<file path="src/shared/arc_defs.svh">
// Register offsets, field positions, reset values and timing figures of the arc protection stage.
`ifndef ARC_DEFS_SVH
`define ARC_DEFS_SVH

// ----------------------------------------------------------------
// Register byte offsets
// ----------------------------------------------------------------
`define ARC_CTRL_OFF     8'h00
`define ARC_PH_THR_OFF   8'h04
`define ARC_RES_THR_OFF  8'h08
`define ARC_RES_SEL_OFF  8'h0c
`define ARC_ZONE0_OFF    8'h10
`define ARC_COND_OFF     8'h20
`define ARC_SENSOR_OFF   8'h24
`define ARC_BLK_INFO_OFF 8'h28
`define ARC_BLK_IA_OFF   8'h2c
`define ARC_BLK_IB_OFF   8'h30
`define ARC_BLK_IC_OFF   8'h34
`define ARC_BLK_I0_OFF   8'h38
`define ARC_STAMP_OFF    8'h3c

// ----------------------------------------------------------------
// Field positions and widths
// ----------------------------------------------------------------
`define ARC_CTRL_FORCE_EN  0
`define ARC_CTRL_FORCE_BLK 1
`define ARC_ZONE_CFG_W     13
`define ARC_COND_VALID     3

// ----------------------------------------------------------------
// Reset values
// ----------------------------------------------------------------
`define ARC_PH_THR_RST  16'h0078
`define ARC_RES_THR_RST 16'h0078

// ----------------------------------------------------------------
// Timing
// ----------------------------------------------------------------
`define ARC_CLK_NS   10
`define ARC_STAMP_NS 1000000

`endif

</file>
<file path="src/shared/arc_pkg.sv">
// Types shared by the arc protection stage and its zone logic.
package arc_pkg;

  typedef enum logic [1:0] {
    DI_OFF     = 2'b00,
    DI_LIGHT   = 2'b01,
    DI_CURRENT = 2'b10
  } di_mode_t;

  typedef enum logic [1:0] {
    RES_NONE = 2'b00,
    RES_ONE  = 2'b01,
    RES_TWO  = 2'b10
  } res_sel_t;

  typedef struct packed {
    di_mode_t    di_mode;
    logic [3:0]  pres;
    logic [3:0]  light;
    logic        res_en;
    logic        ph_en;
    logic        en;
  } zone_cfg_t;

endpackage

</file>
<file path="src/shared/zone_if.sv">
// Carrier between the stage and one zone's pick-up logic.
`timescale 1ns/1ns
interface zone_if;
  arc_pkg::zone_cfg_t cfg;
  logic               pickup;

  modport stage (output cfg, input pickup);
  modport zone (input cfg, output pickup);
endinterface

</file>
<file path="src/core/arc_zone_logic.sv">
// Pick-up decision of one protection zone.
`timescale 1ns/1ns
module arc_zone_logic (
  zone_if.zone      zb,
  input wire logic [3:0] light,
  input wire logic [3:0] pres,
  input wire logic       di,
  input wire logic       ph_q,
  input wire logic       res_q
);

  wire logic sens_hit;
  wire logic cur_ok;
  wire logic sens_ok;
  wire logic di_light;
  wire logic di_cur;
  wire logic mode_free;

  assign sens_hit = |(light & zb.cfg.light) | |(pres & zb.cfg.pres);
  assign cur_ok   = (~zb.cfg.ph_en | ph_q) & (~zb.cfg.res_en | res_q);
  assign sens_ok  = sens_hit & cur_ok;

  // In current-qualified mode the sensors only count together with the input line.
  assign mode_free = zb.cfg.di_mode != arc_pkg::DI_CURRENT;
  assign di_light  = zb.cfg.di_mode == arc_pkg::DI_LIGHT && di;
  assign di_cur    = zb.cfg.di_mode == arc_pkg::DI_CURRENT && di && sens_ok;

  assign zb.pickup = zb.cfg.en & ((sens_ok & mode_free) | di_light | di_cur);

endmodule

</file>
<file path="src/core/arc_protection_stage.sv">
// Arc protection stage: four zones, blocking, status codes and event stream behind APB.
`timescale 1ns/1ns
`include "arc_defs.svh"
module arc_protection_stage #(
  parameter int CUR_W     = 16,
  parameter int ZONES     = 4,
  parameter int MS_CYCLES = `ARC_STAMP_NS / `ARC_CLK_NS
) (
  input  wire  logic             clk,
  input  wire  logic             sys_rst,
  input  wire  logic             psel,
  input  wire  logic             penable,
  input  wire  logic             pwrite,
  input  wire  logic [7:0]       paddr,
  input  wire  logic [31:0]      pwdata,
  output logic       [31:0]      prdata,
  output logic                   pready,
  output logic                   pslverr,
  input  wire  logic             cycle_tick,
  input  wire  logic [CUR_W-1:0] cur_a,
  input  wire  logic [CUR_W-1:0] cur_b,
  input  wire  logic [CUR_W-1:0] cur_c,
  input  wire  logic [CUR_W-1:0] residual_input_one,
  input  wire  logic [CUR_W-1:0] residual_input_two,
  input  wire  logic [3:0]       light_det,
  input  wire  logic [3:0]       pres_det,
  input  wire  logic             digital_input_line,
  input  wire  logic             block_in,
  input  wire  logic [3:0]       sensor_fault,
  input  wire  logic             io_fault,
  output logic [ZONES-1:0]       trip,
  output logic [ZONES-1:0]       blocked,
  output logic                   ph_start,
  output logic                   res_start,
  output logic                   disp_evt,
  output logic                   blk_evt,
  output logic                   evt_valid,
  output logic [4:0]             evt_index,
  output logic                   evt_on,
  output logic [31:0]            evt_stamp
);

  localparam int EV_N = 26;
  localparam int MS_W = $clog2(MS_CYCLES);

  // ----------------------------------------------------------------
  // APB slave
  // ----------------------------------------------------------------
  logic                   force_en_r;
  logic                   force_sw_r;
  logic [CUR_W-1:0]       ph_thr_r;
  logic [CUR_W-1:0]       res_thr_r;
  arc_pkg::res_sel_t      res_sel_r;
  arc_pkg::zone_cfg_t     cfg_r [ZONES];
  logic [31:0]            prdata_r;
  logic                   pready_r;
  logic                   pslverr_r;
  logic [3:0]             cond_r;
  logic [17:0]            sens_r;
  logic [3:0]             blk_info_r;
  logic [CUR_W-1:0]       blk_cur_r [4];
  logic [31:0]            stamp_r;

  wire logic        setup;
  wire logic        wr;
  wire logic        hit;
  wire logic        zsel;
  wire logic [1:0]  zidx;
  logic      [31:0] rd_mux;

  assign setup = psel & ~penable;
  assign wr    = psel & penable & pready_r & pwrite;
  assign hit   = paddr[1:0] == 2'h0 && paddr <= `ARC_STAMP_OFF;
  assign zsel  = paddr[7:4] == 4'(`ARC_ZONE0_OFF >> 4);
  assign zidx  = paddr[3:2];

  always_comb begin
    rd_mux = 32'h0;
    if (zsel) begin
      rd_mux = {19'h0, cfg_r[zidx]};
    end else begin
      unique case (paddr)
        `ARC_CTRL_OFF:     rd_mux = {30'h0, force_sw_r, force_en_r};
        `ARC_PH_THR_OFF:   rd_mux = 32'(ph_thr_r);
        `ARC_RES_THR_OFF:  rd_mux = 32'(res_thr_r);
        `ARC_RES_SEL_OFF:  rd_mux = {30'h0, res_sel_r};
        `ARC_COND_OFF:     rd_mux = {28'h0, cond_r};
        `ARC_SENSOR_OFF:   rd_mux = {14'h0, sens_r};
        `ARC_BLK_INFO_OFF: rd_mux = {28'h0, blk_info_r};
        `ARC_BLK_IA_OFF:   rd_mux = 32'(blk_cur_r[0]);
        `ARC_BLK_IB_OFF:   rd_mux = 32'(blk_cur_r[1]);
        `ARC_BLK_IC_OFF:   rd_mux = 32'(blk_cur_r[2]);
        `ARC_BLK_I0_OFF:   rd_mux = 32'(blk_cur_r[3]);
        `ARC_STAMP_OFF:    rd_mux = stamp_r;
        default:           rd_mux = 32'h0;
      endcase
    end
  end

  // The answer is always one access cycle: pready rises with penable.
  always_ff @(posedge clk or posedge sys_rst) begin
    if (sys_rst) begin
      pready_r  <= 1'b0;
      pslverr_r <= 1'b0;
      prdata_r  <= 32'h0;
    end else begin
      pready_r  <= setup;
      pslverr_r <= setup & ~hit;
      if (setup) begin
        prdata_r <= rd_mux;
      end
    end
  end

  always_ff @(posedge clk or posedge sys_rst) begin
    if (sys_rst) begin
      force_en_r <= 1'b0;
      force_sw_r <= 1'b0;
      ph_thr_r   <= CUR_W'(`ARC_PH_THR_RST);
      res_thr_r  <= CUR_W'(`ARC_RES_THR_RST);
      res_sel_r  <= arc_pkg::RES_NONE;
      for (int i = 0; i < ZONES; i++) begin
        cfg_r[i] <= '0;
      end
    end else if (wr) begin
      if (zsel) begin
        cfg_r[zidx] <= arc_pkg::zone_cfg_t'(pwdata[`ARC_ZONE_CFG_W-1:0]);
      end
      if (paddr == `ARC_CTRL_OFF) begin
        force_en_r <= pwdata[`ARC_CTRL_FORCE_EN];
        force_sw_r <= pwdata[`ARC_CTRL_FORCE_BLK];
      end
      if (paddr == `ARC_PH_THR_OFF) begin
        ph_thr_r <= pwdata[CUR_W-1:0];
      end
      if (paddr == `ARC_RES_THR_OFF) begin
        res_thr_r <= pwdata[CUR_W-1:0];
      end
      if (paddr == `ARC_RES_SEL_OFF) begin
        res_sel_r <= arc_pkg::res_sel_t'(pwdata[1:0]);
      end
    end
  end

  assign prdata  = prdata_r;
  assign pready  = pready_r;
  assign pslverr = pslverr_r;

  // ----------------------------------------------------------------
  // Current qualifiers and zone pick-up
  // ----------------------------------------------------------------
  wire logic             ph_q;
  wire logic             res_q;
  wire logic [CUR_W-1:0] res_cur;
  wire logic [ZONES-1:0] pick;
  wire logic [ZONES-1:0] zone_en;

  assign ph_q    = cur_a > ph_thr_r || cur_b > ph_thr_r || cur_c > ph_thr_r;
  assign res_cur = res_sel_r == arc_pkg::RES_ONE ? residual_input_one : residual_input_two;
  // Code 3 is not a source; it is treated like no source so the qualifier stays off.
  assign res_q   = (res_sel_r == arc_pkg::RES_ONE || res_sel_r == arc_pkg::RES_TWO) && res_cur > res_thr_r;

  zone_if zif [ZONES] ();

  for (genvar g = 0; g < ZONES; g++) begin : g_zone
    assign zif[g].cfg = cfg_r[g];
    assign pick[g]    = zif[g].pickup;
    assign zone_en[g] = cfg_r[g].en;
    arc_zone_logic u_zone (
      .zb    (zif[g]),
      .light (light_det),
      .pres  (pres_det),
      .di    (digital_input_line),
      .ph_q  (ph_q),
      .res_q (res_q)
    );
  end

  // ----------------------------------------------------------------
  // Blocking and zone outputs
  // ----------------------------------------------------------------
  logic             blk_s_r;
  logic [ZONES-1:0] trip_r;
  logic [ZONES-1:0] blocked_r;
  logic             disp_evt_r;
  logic             blk_evt_r;
  logic             ph_start_r;
  logic             res_start_r;

  wire logic             blk_src;
  wire logic             blk_s_nxt;
  wire logic [ZONES-1:0] trip_nxt;
  wire logic [ZONES-1:0] blocked_nxt;
  wire logic [ZONES-1:0] blk_new;
  logic      [1:0]       blk_zone;
  logic      [3:0]       cond_nxt;

  assign blk_src   = force_en_r ? force_sw_r : block_in;
  assign blk_s_nxt = cycle_tick ? blk_src : blk_s_r;
  // A pick-up that met blocking stays blocked until it drops, so it never turns into a trip later.
  assign blocked_nxt = (cycle_tick ? pick & (blocked_r | {ZONES{blk_s_nxt}}) : blocked_r) & zone_en;
  assign trip_nxt    = (cycle_tick ? pick & ~blocked_nxt & {ZONES{~blk_s_nxt}} : trip_r) & zone_en;
  assign blk_new     = blocked_nxt & ~blocked_r;

  always_comb begin
    blk_zone = 2'h0;
    cond_nxt = 4'h0;
    for (int i = ZONES - 1; i >= 0; i--) begin
      if (blk_new[i]) begin
        blk_zone = 2'(i);
      end
      if (trip_nxt[i] | blocked_nxt[i]) begin
        cond_nxt = {1'b1, 2'(i), blocked_nxt[i]};
      end
    end
  end

  always_ff @(posedge clk or posedge sys_rst) begin
    if (sys_rst) begin
      blk_s_r     <= 1'b0;
      trip_r      <= '0;
      blocked_r   <= '0;
      cond_r      <= 4'h0;
      disp_evt_r  <= 1'b0;
      blk_evt_r   <= 1'b0;
      ph_start_r  <= 1'b0;
      res_start_r <= 1'b0;
    end else begin
      blk_s_r     <= blk_s_nxt;
      trip_r      <= trip_nxt;
      blocked_r   <= blocked_nxt;
      cond_r      <= cond_nxt;
      disp_evt_r  <= |blk_new;
      blk_evt_r   <= |blk_new;
      ph_start_r  <= ph_q & ~blk_s_nxt;
      res_start_r <= res_q & ~blk_s_nxt;
    end
  end

  // Currents and fault type are frozen at the blocking moment for software to read.
  always_ff @(posedge clk or posedge sys_rst) begin
    if (sys_rst) begin
      blk_info_r <= 4'h0;
      for (int i = 0; i < 4; i++) begin
        blk_cur_r[i] <= '0;
      end
    end else if (|blk_new) begin
      blk_info_r   <= {res_q, ph_q, blk_zone};
      blk_cur_r[0] <= cur_a;
      blk_cur_r[1] <= cur_b;
      blk_cur_r[2] <= cur_c;
      blk_cur_r[3] <= res_cur;
    end
  end

  always_ff @(posedge clk or posedge sys_rst) begin
    if (sys_rst) begin
      sens_r <= 18'h0;
    end else begin
      sens_r <= {io_fault, sensor_fault, digital_input_line,
                 pres_det[3], light_det[3], pres_det[2], light_det[2],
                 pres_det[1], light_det[1], pres_det[0], light_det[0],
                 res_q & ~blk_s_nxt, res_q & blk_s_nxt, ph_q & ~blk_s_nxt, ph_q & blk_s_nxt};
    end
  end

  assign trip      = trip_r;
  assign blocked   = blocked_r;
  assign ph_start  = ph_start_r;
  assign res_start = res_start_r;
  assign disp_evt  = disp_evt_r;
  assign blk_evt   = blk_evt_r;

  // ----------------------------------------------------------------
  // Millisecond stamp and ON/OFF event stream
  // ----------------------------------------------------------------
  logic [MS_W-1:0] ms_cnt_r;
  logic [EV_N-1:0] rep_r;
  logic            evt_valid_r;
  logic [4:0]      evt_index_r;
  logic            evt_on_r;
  logic [31:0]     evt_stamp_r;

  wire logic [EV_N-1:0] ev_vec;
  wire logic [EV_N-1:0] diff;
  wire logic            ms_wrap;
  logic      [4:0]      pick_idx;

  assign ms_wrap = ms_cnt_r == MS_W'(MS_CYCLES - 1);
  assign ev_vec  = {sens_r, blocked_r[3], trip_r[3], blocked_r[2], trip_r[2],
                    blocked_r[1], trip_r[1], blocked_r[0], trip_r[0]};
  assign diff    = ev_vec ^ rep_r;

  // Lowest changed signal first; several changes in one cycle go out on consecutive cycles.
  always_comb begin
    pick_idx = 5'h0;
    for (int i = EV_N - 1; i >= 0; i--) begin
      if (diff[i]) begin
        pick_idx = 5'(i);
      end
    end
  end

  always_ff @(posedge clk or posedge sys_rst) begin
    if (sys_rst) begin
      ms_cnt_r <= '0;
      stamp_r  <= 32'h0;
    end else begin
      ms_cnt_r <= ms_wrap ? '0 : ms_cnt_r + MS_W'(1);
      stamp_r  <= ms_wrap ? stamp_r + 32'h1 : stamp_r;
    end
  end

  always_ff @(posedge clk or posedge sys_rst) begin
    if (sys_rst) begin
      rep_r       <= '0;
      evt_valid_r <= 1'b0;
      evt_index_r <= 5'h0;
      evt_on_r    <= 1'b0;
      evt_stamp_r <= 32'h0;
    end else begin
      evt_valid_r <= |diff;
      if (|diff) begin
        rep_r[pick_idx] <= ev_vec[pick_idx];
        evt_index_r     <= pick_idx;
        evt_on_r        <= ev_vec[pick_idx];
        evt_stamp_r     <= stamp_r;
      end
    end
  end

  assign evt_valid = evt_valid_r;
  assign evt_index = evt_index_r;
  assign evt_on    = evt_on_r;
  assign evt_stamp = evt_stamp_r;
endmodule

</file>
<file path="config.mk">
export PLATFORM = sky130hd
export DESIGN_NAME = arc_protection_stage
export DESIGN_NICKNAME = d
export VERILOG_FILES = /design/src/shared/arc_pkg.sv /design/src/shared/zone_if.sv /design/src/core/arc_zone_logic.sv /design/src/core/arc_protection_stage.sv
export VERILOG_INCLUDE_DIRS = /design/src /design/src/shared
export SDC_FILE = /design/constraint.sdc
export NUM_CORES = 1
export LEC_CHECK = 0
export BUFFER_PORTS_ARGS = -buffer_cell sky130_fd_sc_hd__buf_2
export CAP_MARGIN = 20
export CORE_ASPECT_RATIO = 1.2
export CORE_MARGIN = 5
export CORE_UTILIZATION = 53
export DETAILED_ROUTE_END_ITERATION = 10
export PLACE_DENSITY_LB_ADDON = 0.08
export SLEW_MARGIN = 0
export SYNTH_ARGS = -nofsm -noshare
export SYNTH_HDL_FRONTEND = slang
export SYNTH_SLANG_ARGS = --single-unit
</file>
<file path="constraint.sdc">
create_clock -name clk -period 9.85 [get_ports clk]
set_clock_uncertainty 0.1 [all_clocks]
set_input_delay 0.985 -clock clk [delete_from_list [all_inputs] [get_ports clk]]
set_output_delay 0.985 -clock clk [all_outputs]
set_load 0.03 [all_outputs]
</file>
### Word-level counts from Yosys, hierarchy flattened

Index checks and enable logic that the tools add are counted.

* flip-flop bits (word level): 338
* bits of input ports: 141
* word-level logic and storage cells: 258

* $add $sub $neg: 2
* order comparisons: 9
* equal/unequal tests: 27
* mux-type cells: 53
* bitwise gates (word level): 79
* reductions and logical operators: 36

Operator list (number)
* $pmux W32 S12: 1
* $mux W5: 26
* $eq A8 B6 Y1 const B: 8
* $gt A16 B16 Y1: 4
* $and A4 B4 Y4: 14
* $bwmux W52: 1
* $mux W13: 3
* $reduce_or A4 Y1: 9
* $add A32 B1 Y32 const B: 1
* $mux W32: 1
* $bmux W13 S2: 1
* $bwmux W26: 1
* $demux W13 S2: 1
* $reduce_or A26 Y1: 1
* $xor A26 B26 Y26: 1
* $and A1 B1 Y1: 25
* $mux W4: 6
* $or A1 B1 Y1: 24
* $add A17 B1 Y17 const B: 1
* $eq A17 B17 Y1 const B: 1
* $mux W17: 1
* $eq A8 B4 Y1 const B: 2
* $logic_and A1 B1 Y1: 16
* $mux W16: 1
* other kinds (22): 56

### Logic depth before layout (Yosys ltp)

Gate-level depths: netlist (run 1).

* word-level depth: 32
* gate-level depth with buffers: 19
* depth with buffers taken out: 14

### By module

From an unflattened synthesis (run 1), not the netlist that was laid out.

* cells, all modules: 1506
* area total of the unflattened synthesis: 16863.7 sq um

By module, submodules not included
* arc_protection_stage: times used 1, cells each 1458, area an instance 16508.3 sq um
* arc_zone_logic: times used 4, cells each 12, area an instance 88.8 sq um

### Worst setup path after synthesis (run 1)

Ideal clock, no wire load.

* path kind: register to register
* from: reg res_sel_r[1]
* to: reg blk_cur_r[10] (netlist bit)
* setup time: 0.125 ns
* arrival: 4.107 ns
* required time: 9.625 ns
* path slack: 5.518 ns
* cell stages (with the launch flop): 18
* path buffers: 5
* clock period less this slack: 4.332 ns
* path through: dfrtp_1 inv_1 ha_1 clkbuf_1 buf_1 mux2_2 ha_1 nand4_1 o41ai_1 o31ai_4 o2bb2ai_2 a211o_1 a31oi_2 o41a_1 buf_6 buf_12 buf_12 mux2_4

* word-level cells in the longest chain between the ends: 16
* elaborated cells on any way between the ends: 43
* those cells by class: order compare: 1; eq/ne: 2; mux: 2; bitwise: 31; reduce/logical: 7

Ends and longest elaborated chain
* start: declaration: line arc_protection_stage.sv:53 `arc_pkg::res_sel_t res_sel_r;`
* start signal: assignment: line arc_protection_stage.sv:121 `res_sel_r <= arc_pkg::RES_NONE;`
* start signal: assignment: line arc_protection_stage.sv:140 `res_sel_r <= arc_pkg::res_sel_t'(pwdata[1:0]);`
* $eq A2 B1 Y1 (*): line arc_protection_stage.sv:159 `assign res_cur = res_sel_r == arc_pkg::RES_ONE ? residual_input_one : residual_input_two;`
* $mux W16 (*): line arc_protection_stage.sv:159
* via res_cur[14]: line arc_protection_stage.sv:154 `wire logic [CUR_W-1:0] res_cur;`
* $gt A16 B16 Y1 (*): line arc_protection_stage.sv:161 `assign res_q = (res_sel_r == arc_pkg::RES_ONE || res_sel_r == arc_pkg::RES_TWO) && res_cur > res_thr_r;`
* $logic_and A1 B1 Y1 (*): line arc_protection_stage.sv:161
* $or A1 B1 Y1: line arc_zone_logic.sv:20 `assign cur_ok = (~zb.cfg.ph_en | ph_q) & (~zb.cfg.res_en | res_q);`
* $and A1 B1 Y1: line arc_zone_logic.sv:20
* $and A1 B1 Y1: line arc_zone_logic.sv:21 `assign sens_ok = sens_hit & cur_ok;`
* $and A1 B1 Y1: line arc_zone_logic.sv:28 `assign zb.pickup = zb.cfg.en & ((sens_ok & mode_free) | di_light | di_cur);`
* $or A1 B1 Y1 (2 in a row): line arc_zone_logic.sv:28
* $and A1 B1 Y1: line arc_zone_logic.sv:28
* $and A4 B4 Y4 (*): line arc_protection_stage.sv:201 `assign blocked_nxt = (cycle_tick ? pick & (blocked_r | {ZONES{blk_s_nxt}}) : blocked_r) & zone_en;`
* $mux W4 (*): line arc_protection_stage.sv:201
* $and A4 B4 Y4 (*): line arc_protection_stage.sv:201
* $and A4 B4 Y4 (*): line arc_protection_stage.sv:203 `assign blk_new = blocked_nxt & ~blocked_r;`
* $reduce_or A4 Y1 (*): line arc_protection_stage.sv:247 `end else if (|blk_new) begin`
* end: declaration: line arc_protection_stage.sv:61 `logic [CUR_W-1:0] blk_cur_r [4];`

The timed path passes the listed nets; every way through them passes the cells marked *.
A chain may end at the register's enable or synchronous reset.

### Worst setup path after layout (run 1)

* from: reg res_sel_r[1]
* to: reg blk_cur_r[9] (netlist bit)

The elaborated chain is that of the path after synthesis.

==> reports/qor.yml, run 1 <==
power_and_ir_drop:
  totalPowerFinal_uw: 3536
  clkPwrFrac: 0.415
  seqPwrFrac: 0.417
  leakage_uw: 0.009765
  power_switching_uw: 994.2
  ir_drop_mv: 0.1668
  switching_share: 0.2811
  p_int_uw: 2542
  combinationalPowerShare: 0.168
  powerDensity_nw_per_um2: 176.8
logic_synthesis:
  ys_seq_area_frac: 0.4885
  async_flop_share: 1.000
  syn_nets: 1725
  avgSynthCellArea_um2: 11.36
  ys_warn_count: 0
  yosys_most_used_dff: "dfrtp_1"
  yosysUniqueCellTypes: 87
  syn-cell-area_um2: 17230
  synth_edf_count: 0
  synth.ff_latch_count: 336
  syn_inst: 1517
finish:
  layout_commonest_cell: "dfrtp_1"
  n_antenna_cell: 0
  syn2layout_area_growth_pct: 16.04
  drive_above_1_share: 0.2957
  utilization: 0.6218
  nNetsFinal: 1936
  final_cell_mix: "dfrtp_1 (328), buf_2 (209), mux2_2 (174)"
timing:
  fmax_ghz: 0.1871
  min_period_ps: 5346
  holdWs_ps: 375.3
  setup-tns-final_ps: 0
  rsz0062_at_grt: "no"
  fin_crit_sh: 0.5428
  setup_viol_count_final: 0
  slew_headroom: 0.2522
  worst_pin_slew_ps: 1118
  hold_viol_final: 0
  drv_slew: 0
setup_path:
  critPathLaunch: "res_sel_r[1]"
  rr_endpoint: "blk_cur_r[9]"
  critical_path_class: "flip-flop to flip-flop"
  critPathTopFamily: "compound AO/OA/AOI/OAI gates"
  r2r_slack_ps: 4500
  cp.depth: 13
  cp_max_fo: 69
  required_ps: 10170
  critPathCapture: "blk_cur_r[9]"
  cpMaxStageDelayCell: "buf_4"
  start_kind: "flip-flop"
  path_buf_inv: 2
  setup.worst_path.end_class: "flip-flop"
  path_cells: "inv_1 > ha_1 > mux2_2 > ha_1 > nand4_1 > o41ai_1 > o31ai_4 > o2bb2ai_2 > a211o_1 > a31oi_2 > o41a_2 > buf_4 > mux2_2"
  cp.arrival_ps: 5660
  r2r_start: "res_sel_r[1]"
  rr_worst_depth: 13
  slowest_delay_ps: 700
route:
  dr_total_vias: 13260
  drtPass1Iterations: 5
  post_drt_via_cell_ratio: 6.133
  post_drt_wl_per_cell_um: 23.23
  totalWireLength_um: 50220
  drtIter0Drc: 1100
  drc: 0
  ant_nets: 0
grt:
  grt_usage: 0.2717
  antenna_found_initial: 0
  grt_pass1_vias: 13270
  grt_first_pass_wirelength_um: 77400
  grt-ovfl-total: 0
  grt_max_degree: 186
clocking:
  clkTransAtPathRegs_ps: 60
  cts_hold_buf: 0
  cts.sinks: 336
  htreeDepth: 2
  cts_tree: "yes"
  cts_resized: 0
  cts_buffer_depth: 3
  cts_setup_buffers: 0
  root_buffer: "clkbuf_16"
  cts_made_buffers: 37
  clk_latency_ps: 550
floorplan:
  die_w_um: 174.6
  die_area_um2: 36240
  dieHeight_um: 207.5
  rows: 72
  core_area_um2: 32160
  pin_count: 226
  floorplan.initialDensity: 0.5359
status:
  run_status: "finished clean"
place:
  hpwl_um: 37740
  io_buffers: 209
  gp_congestion: 0.9247
min_path:
  hold_class: "flip-flop to flip-flop"
run:
  drv_cap: 0
logic make-up after synthesis:
family / count (synthesis) / share of synthesized area
and+or+nand+nor: 396 / 0.1136
DFF: 336 / 0.4885
AOI/OAI and AO/OA: 313 / 0.1305
muxes: 212 / 0.1485
buffers and inverters: 114 / 0.02977
xor gates and xnor gates: 79 / 0.04058
adders and majority gates: 67 / 0.04864
synthesized netlist by cell type, types with 7 or more instances:
cell        n  area, um2
nor2_1     89      334.1
buf_4       8      60.06
a22oi_1    63      473.0
o22ai_1     8      50.05
or3_1       8      50.05
a21o_1     10      75.07
a21oi_1    36      180.2
nand3_1    41      205.2
and2_1      9      56.30
ha_1       67      838.3
a221oi_1   12      105.1
xnor2_1    50      437.9
a222oi_1    9      90.09
mux4_2     13      292.8
nor4_1      9      56.30
and4_1      9      78.83
o21a_1     11      82.58
dfrtp_1   328       8208
and3_1     14      87.58
o21ai_0    62      310.3
nor2b_1    10      62.56
nand4_1    29      181.4
mux2_1     10      112.6
mux2_2    174       1959
a31oi_1    10      62.56
a22o_1     18      157.7
clkbuf_1   38      142.6
mux2_4      8      120.1
xor2_1     28      245.2
nand2_1   124      465.5
dfstp_2     8      210.2
a211oi_1    7      52.55
nor3_1     20      100.1
inv_1      55      206.5
cell type report:
| class | count | area (um2) |
|---|---|---|
| Clock buffer | 50 | 1076 |
| Clock inverter | 16 | 227.7 |
| Fill cell | 2670 | 12160 |
| Inverter | 56 | 214.0 |
| Multi-Input combinational cell | 1067 | 8329 |
| Sequential cell | 336 | 8418 |
| Tap cell | 407 | 509.2 |
| Timing Repair Buffer | 230 | 1224 |
through the flow:
stage          setup slack (ps)  instances  instance area [um2]
2_1_floorplan              4281       1517                17240
3_3_place_gp               4648       2094                18670
3_5_place_dp               4535       2095                18680
4_1_cts                    4517       2161                19990
5_1_grt                    4263       2162                20000
6_report                   4504       2162                20000
sequential cells by signal (all words and copies together), names as in the netlist, 2 cells and up:
register,flops
stamp_r,32
blk_cur_r,64
ph_thr_r,16
prdata,32
res_sel_r,2
evt_index,5
blocked,4
trip,4
sens_r,18
rep_r,26
cfg_r,52
evt_stamp,32
res_thr_r,16
cond_r,4
blk_info_r,4
ms_cnt_r,17
power by group through the flow:
stage / Combinational, uW / Sequential, uW / Clock, uW
2_1_floorplan: 404 / 1510 / 0
4_1_cts: 589 / 1470 / 1490
6_report: 594 / 1470 / 1470
3_3_place_gp: 580 / 1500 / 0
5_1_grt: 647 / 1480 / 1550
3_5_place_dp: 588 / 1500 / 0
how the worst min path moves through the flow:
stage	startpoint	end	slack, ps	cells after the start
3_3_place_gp	prdata[15]	prdata[15]	360	1
4_1_cts	prdata[14]	prdata[14]	380	1
6_report	prdata[14]	prdata[14]	380	1
3_5_place_dp	prdata[14]	prdata[14]	370	1
2_1_floorplan	ms_cnt_r[8]	ms_cnt_r[8]	350	1
5_1_grt	prdata[13]	prdata[13]	400	1
metal layers:
layer	vias to the layer above	global-route usage	part of all wire
met2	492	0.4562	0.49
met4	0	0.09241	0.035
li1	6034	-	-
met1	6648	0.3643	0.42
met5	-	0	0
met3	86	0.03934	0.059
worst register-to-register path: cells and delay by family (launching register included):
kind | cells | cell delay, ps
mux | 2 | 950
simple gates | 1 | 140
flops | 1 | 380
fa+ha+maj | 2 | 970
buf+inv | 2 | 780
compound gates | 6 | 1910
Note: power is estimated with default switching activity, not from simulation.
==> run 2, diff against run 1 <==
==> constraint.sdc (replaced) <==
create_clock -name clk -period 4.3 [get_ports clk]
set_clock_uncertainty 0.1 [all_clocks]
set_input_delay 0.43 -clock clk [delete_from_list [all_inputs] [get_ports clk]]
set_output_delay 0.43 -clock clk [all_outputs]
set_load 0.03 [all_outputs]
==> run 2 against run 1 <==
Core utilization up 1.2 points. Register-to-register slack got worse by 4400 ps. Sequential power grew 130%. Sequential share of layout area shrank 0.77 points. Global-route usage rose by 0.72 points. Worst hold slack got worse by 370 ps. Total power increased by 120%. Final cell count rose by 1.3%. Worst setup slack worse by 4400 ps. Combinational power up 140%. Clock power grew 110%. Count of clock-buffer cells in the layout shrank 2. Critical path type unchanged.
==> reports/qor.yml, run 2 (same netlist as run 1, synthesis figures left out) <==
finish:
  regMostFlops: "blk_cur_r"
  final_cell_mix: "dfrtp_1 (328), buf_2 (209), mux2_2 (173)"
  layout_commonest_cell: "dfrtp_1"
  largest_reg_flops: 64  # unchanged
  reg_top3: "blk_cur_r (64), cfg_r (52)"
  syn2layout_area_growth_pct: 18.19
  num-fill-cells: 2619  # -1.9%
  drive_above_1_share: 0.3077  # +0.01201
  fin_area_um2: 20370  # +1.9%
  n_antenna_cell: 0  # unchanged
  nNetsFinal: 1971  # +1.8%
grt:
  antenna_found_initial: 0  # unchanged
  grt-ovfl-total: 0  # unchanged
  grt_max_degree: 103  # -45%
  grt_first_pass_wirelength_um: 79120  # +2.2%
  grt_usage: 0.2789  # +0.007192
  grt_pass1_vias: 13540  # +2.0%
timing:
  worst_pin_slew_ps: 949.2  # -168.3 ps
  slew_headroom: 0.3648  # +0.1126
  fin_crit_sh: 0.9874  # +0.4446
  fmax_ghz: 0.2355  # +26%
  setup-tns-final_ps: 0  # unchanged
  setup_viol_count_final: 0  # unchanged
  drv_slew: 0  # unchanged
  hold_viol_final: 0  # unchanged
  holdWs_ps: 8.048  # -367.3 ps
  min_period_ps: 4246  # -1100 ps
  worst_slack_ps: 54.33  # -4450 ps
setup_path:
  critPathTopFamily: "compound AO/OA/AOI/OAI gates"
  slowest_delay_ps: 620  # -80 ps
  cp_max_fo: 8  # -88%
  critical_path_class: "flip-flop to flip-flop"
  path_buf_inv: 3  # +1
  path_cells: "inv_2 > ha_4 > buf_12 > mux2_2 > ha_1 > a21oi_1 > o221ai_1 > a32o_1 > o31ai_4 > and2_4 > nor3_1 > o2bb2ai_2 > o41a_4 > clkbuf_16 > mux2_4"
  required_ps: 4600  # -5570 ps
  r2r_slack_ps: 50  # -4450 ps
  start_kind: "flip-flop"
  setup.worst_path.end_class: "flip-flop"
  cpMaxStageDelayCell: "o41a_4"
  cp.arrival_ps: 4550  # -1110 ps
  rr_worst_depth: 15  # +2
  cp.depth: 15  # +2
route:
  dr_total_vias: 13570  # +2.4%
  post_drt_wl_per_cell_um: 23.86  # +2.7%
  drc: 0  # unchanged
  totalWireLength_um: 52270  # +4.1%
  drtIter0Drc: 1357  # +23%
  post_drt_via_cell_ratio: 6.195  # +1.0%
  drtPass1Iterations: 6  # +1
  ant_nets: 0  # unchanged
place:
  hpwl_um: 38940  # +3.2%
  place_ws_ps: -90.89  # -4626 ps
  gp_congestion: 0.9665  # +4.5%
  placed_area_um2: 18880  # +1.1%
  io_buffers: 209  # unchanged
power_and_ir_drop:
  leakage_uw: 0.009927  # +1.7%
  powerDensity_nw_per_um2: 384.1  # +120%
  ir_drop_mv: 0.2689  # +61%
  totalPowerFinal_uw: 7824  # +120%
floorplan:
  die_w_um: 174.6  # unchanged
  floorplan.initialDensity: 0.5359  # unchanged
  dieHeight_um: 207.5  # unchanged
  core_area_um2: 32160  # unchanged
  die_area_um2: 36240  # unchanged
  rows: 72  # unchanged
  pin_count: 226  # unchanged
status:
  run_status: "finished clean"
clocking:
  cts.sinks: 336  # unchanged
  cts_made_buffers: 36  # -2.7%
  htreeDepth: 2  # unchanged
  clk_latency_ps: 530  # -20 ps
  cts_buffer_depth: 3  # unchanged
  clkTransAtPathRegs_ps: 60  # about the same
  cts_tree: "yes"
  root_buffer: "clkbuf_16"
min_path:
  hold_class: "input port to async pin"
run:
  drv_cap: 0  # unchanged
## run 2: changes by cell type in the layout (fill, tap and decap cells not counted), sizes merged
| cell | delta |
|---|---|
| bufinv | -3 |
| buf | +22 |
| clkbuf | +1 |
| clkinv | -2 |
| dlygate4sd3 | +11 |
## run 2: area by class of cell
cell class                 count  area (um2)  share of cell area
multi-input combinational   1067        8438              0.4143
clock inverter                11       112.6            0.005529
inverter                      56       214.0             0.01050
clock buffer                  48        1027             0.05043
tap                          407       509.2             0.02500
timing repair buffer         266        1649             0.08096
sequential                   336        8418              0.4133
## run 2: power by group
group          internal (uW)  switching, uW  total [uW]
logic                    512            885        1400
registers               3280            104        3380
clock network           1790           1260        3050
## run 2: repair_timing
action                                  in CTS  in global routing
pin swaps                                    0                  8
hold endpoints to repair                    11                  0
hold buffers                                11                  0
buffers inserted                             0                  4
resized for setup                            2                 16
gates cloned                                 0                  5
endpoints found under the setup margin      63                 64
## run 2: path summary, 6_finish.rpt
check                              from       endpoint
min in group clk            pres_det[0]      sens_r[5]
max                        res_sel_r[1]  blk_cur_r[11]
min                             sys_rst  evt_stamp[18]
min reg2reg                evt_index[1]   evt_index[1]
max in group asynchronous       sys_rst      cfg_r[36]
max reg2reg                res_sel_r[1]  blk_cur_r[11]
## run 2: per-layer routing
layer,track usage,vias to the layer above,wire [um]
li1,-,6110,-
met1,0.3731,6765,21830
met2,0.4533,570,24650
met3,0.04353,128,3220
met4,0.1214,0,2573
met5,0,-,0
## run 2: stage by stage
stage / utilization / cells
6_report: 0.6333 / 2191
5_1_grt: 0.6333 / 2191
4_1_cts: 0.6263 / 2182
3_5_place_dp: 0.5871 / 2112
3_3_place_gp: 0.5871 / 2112
2_1_floorplan: - / 1517
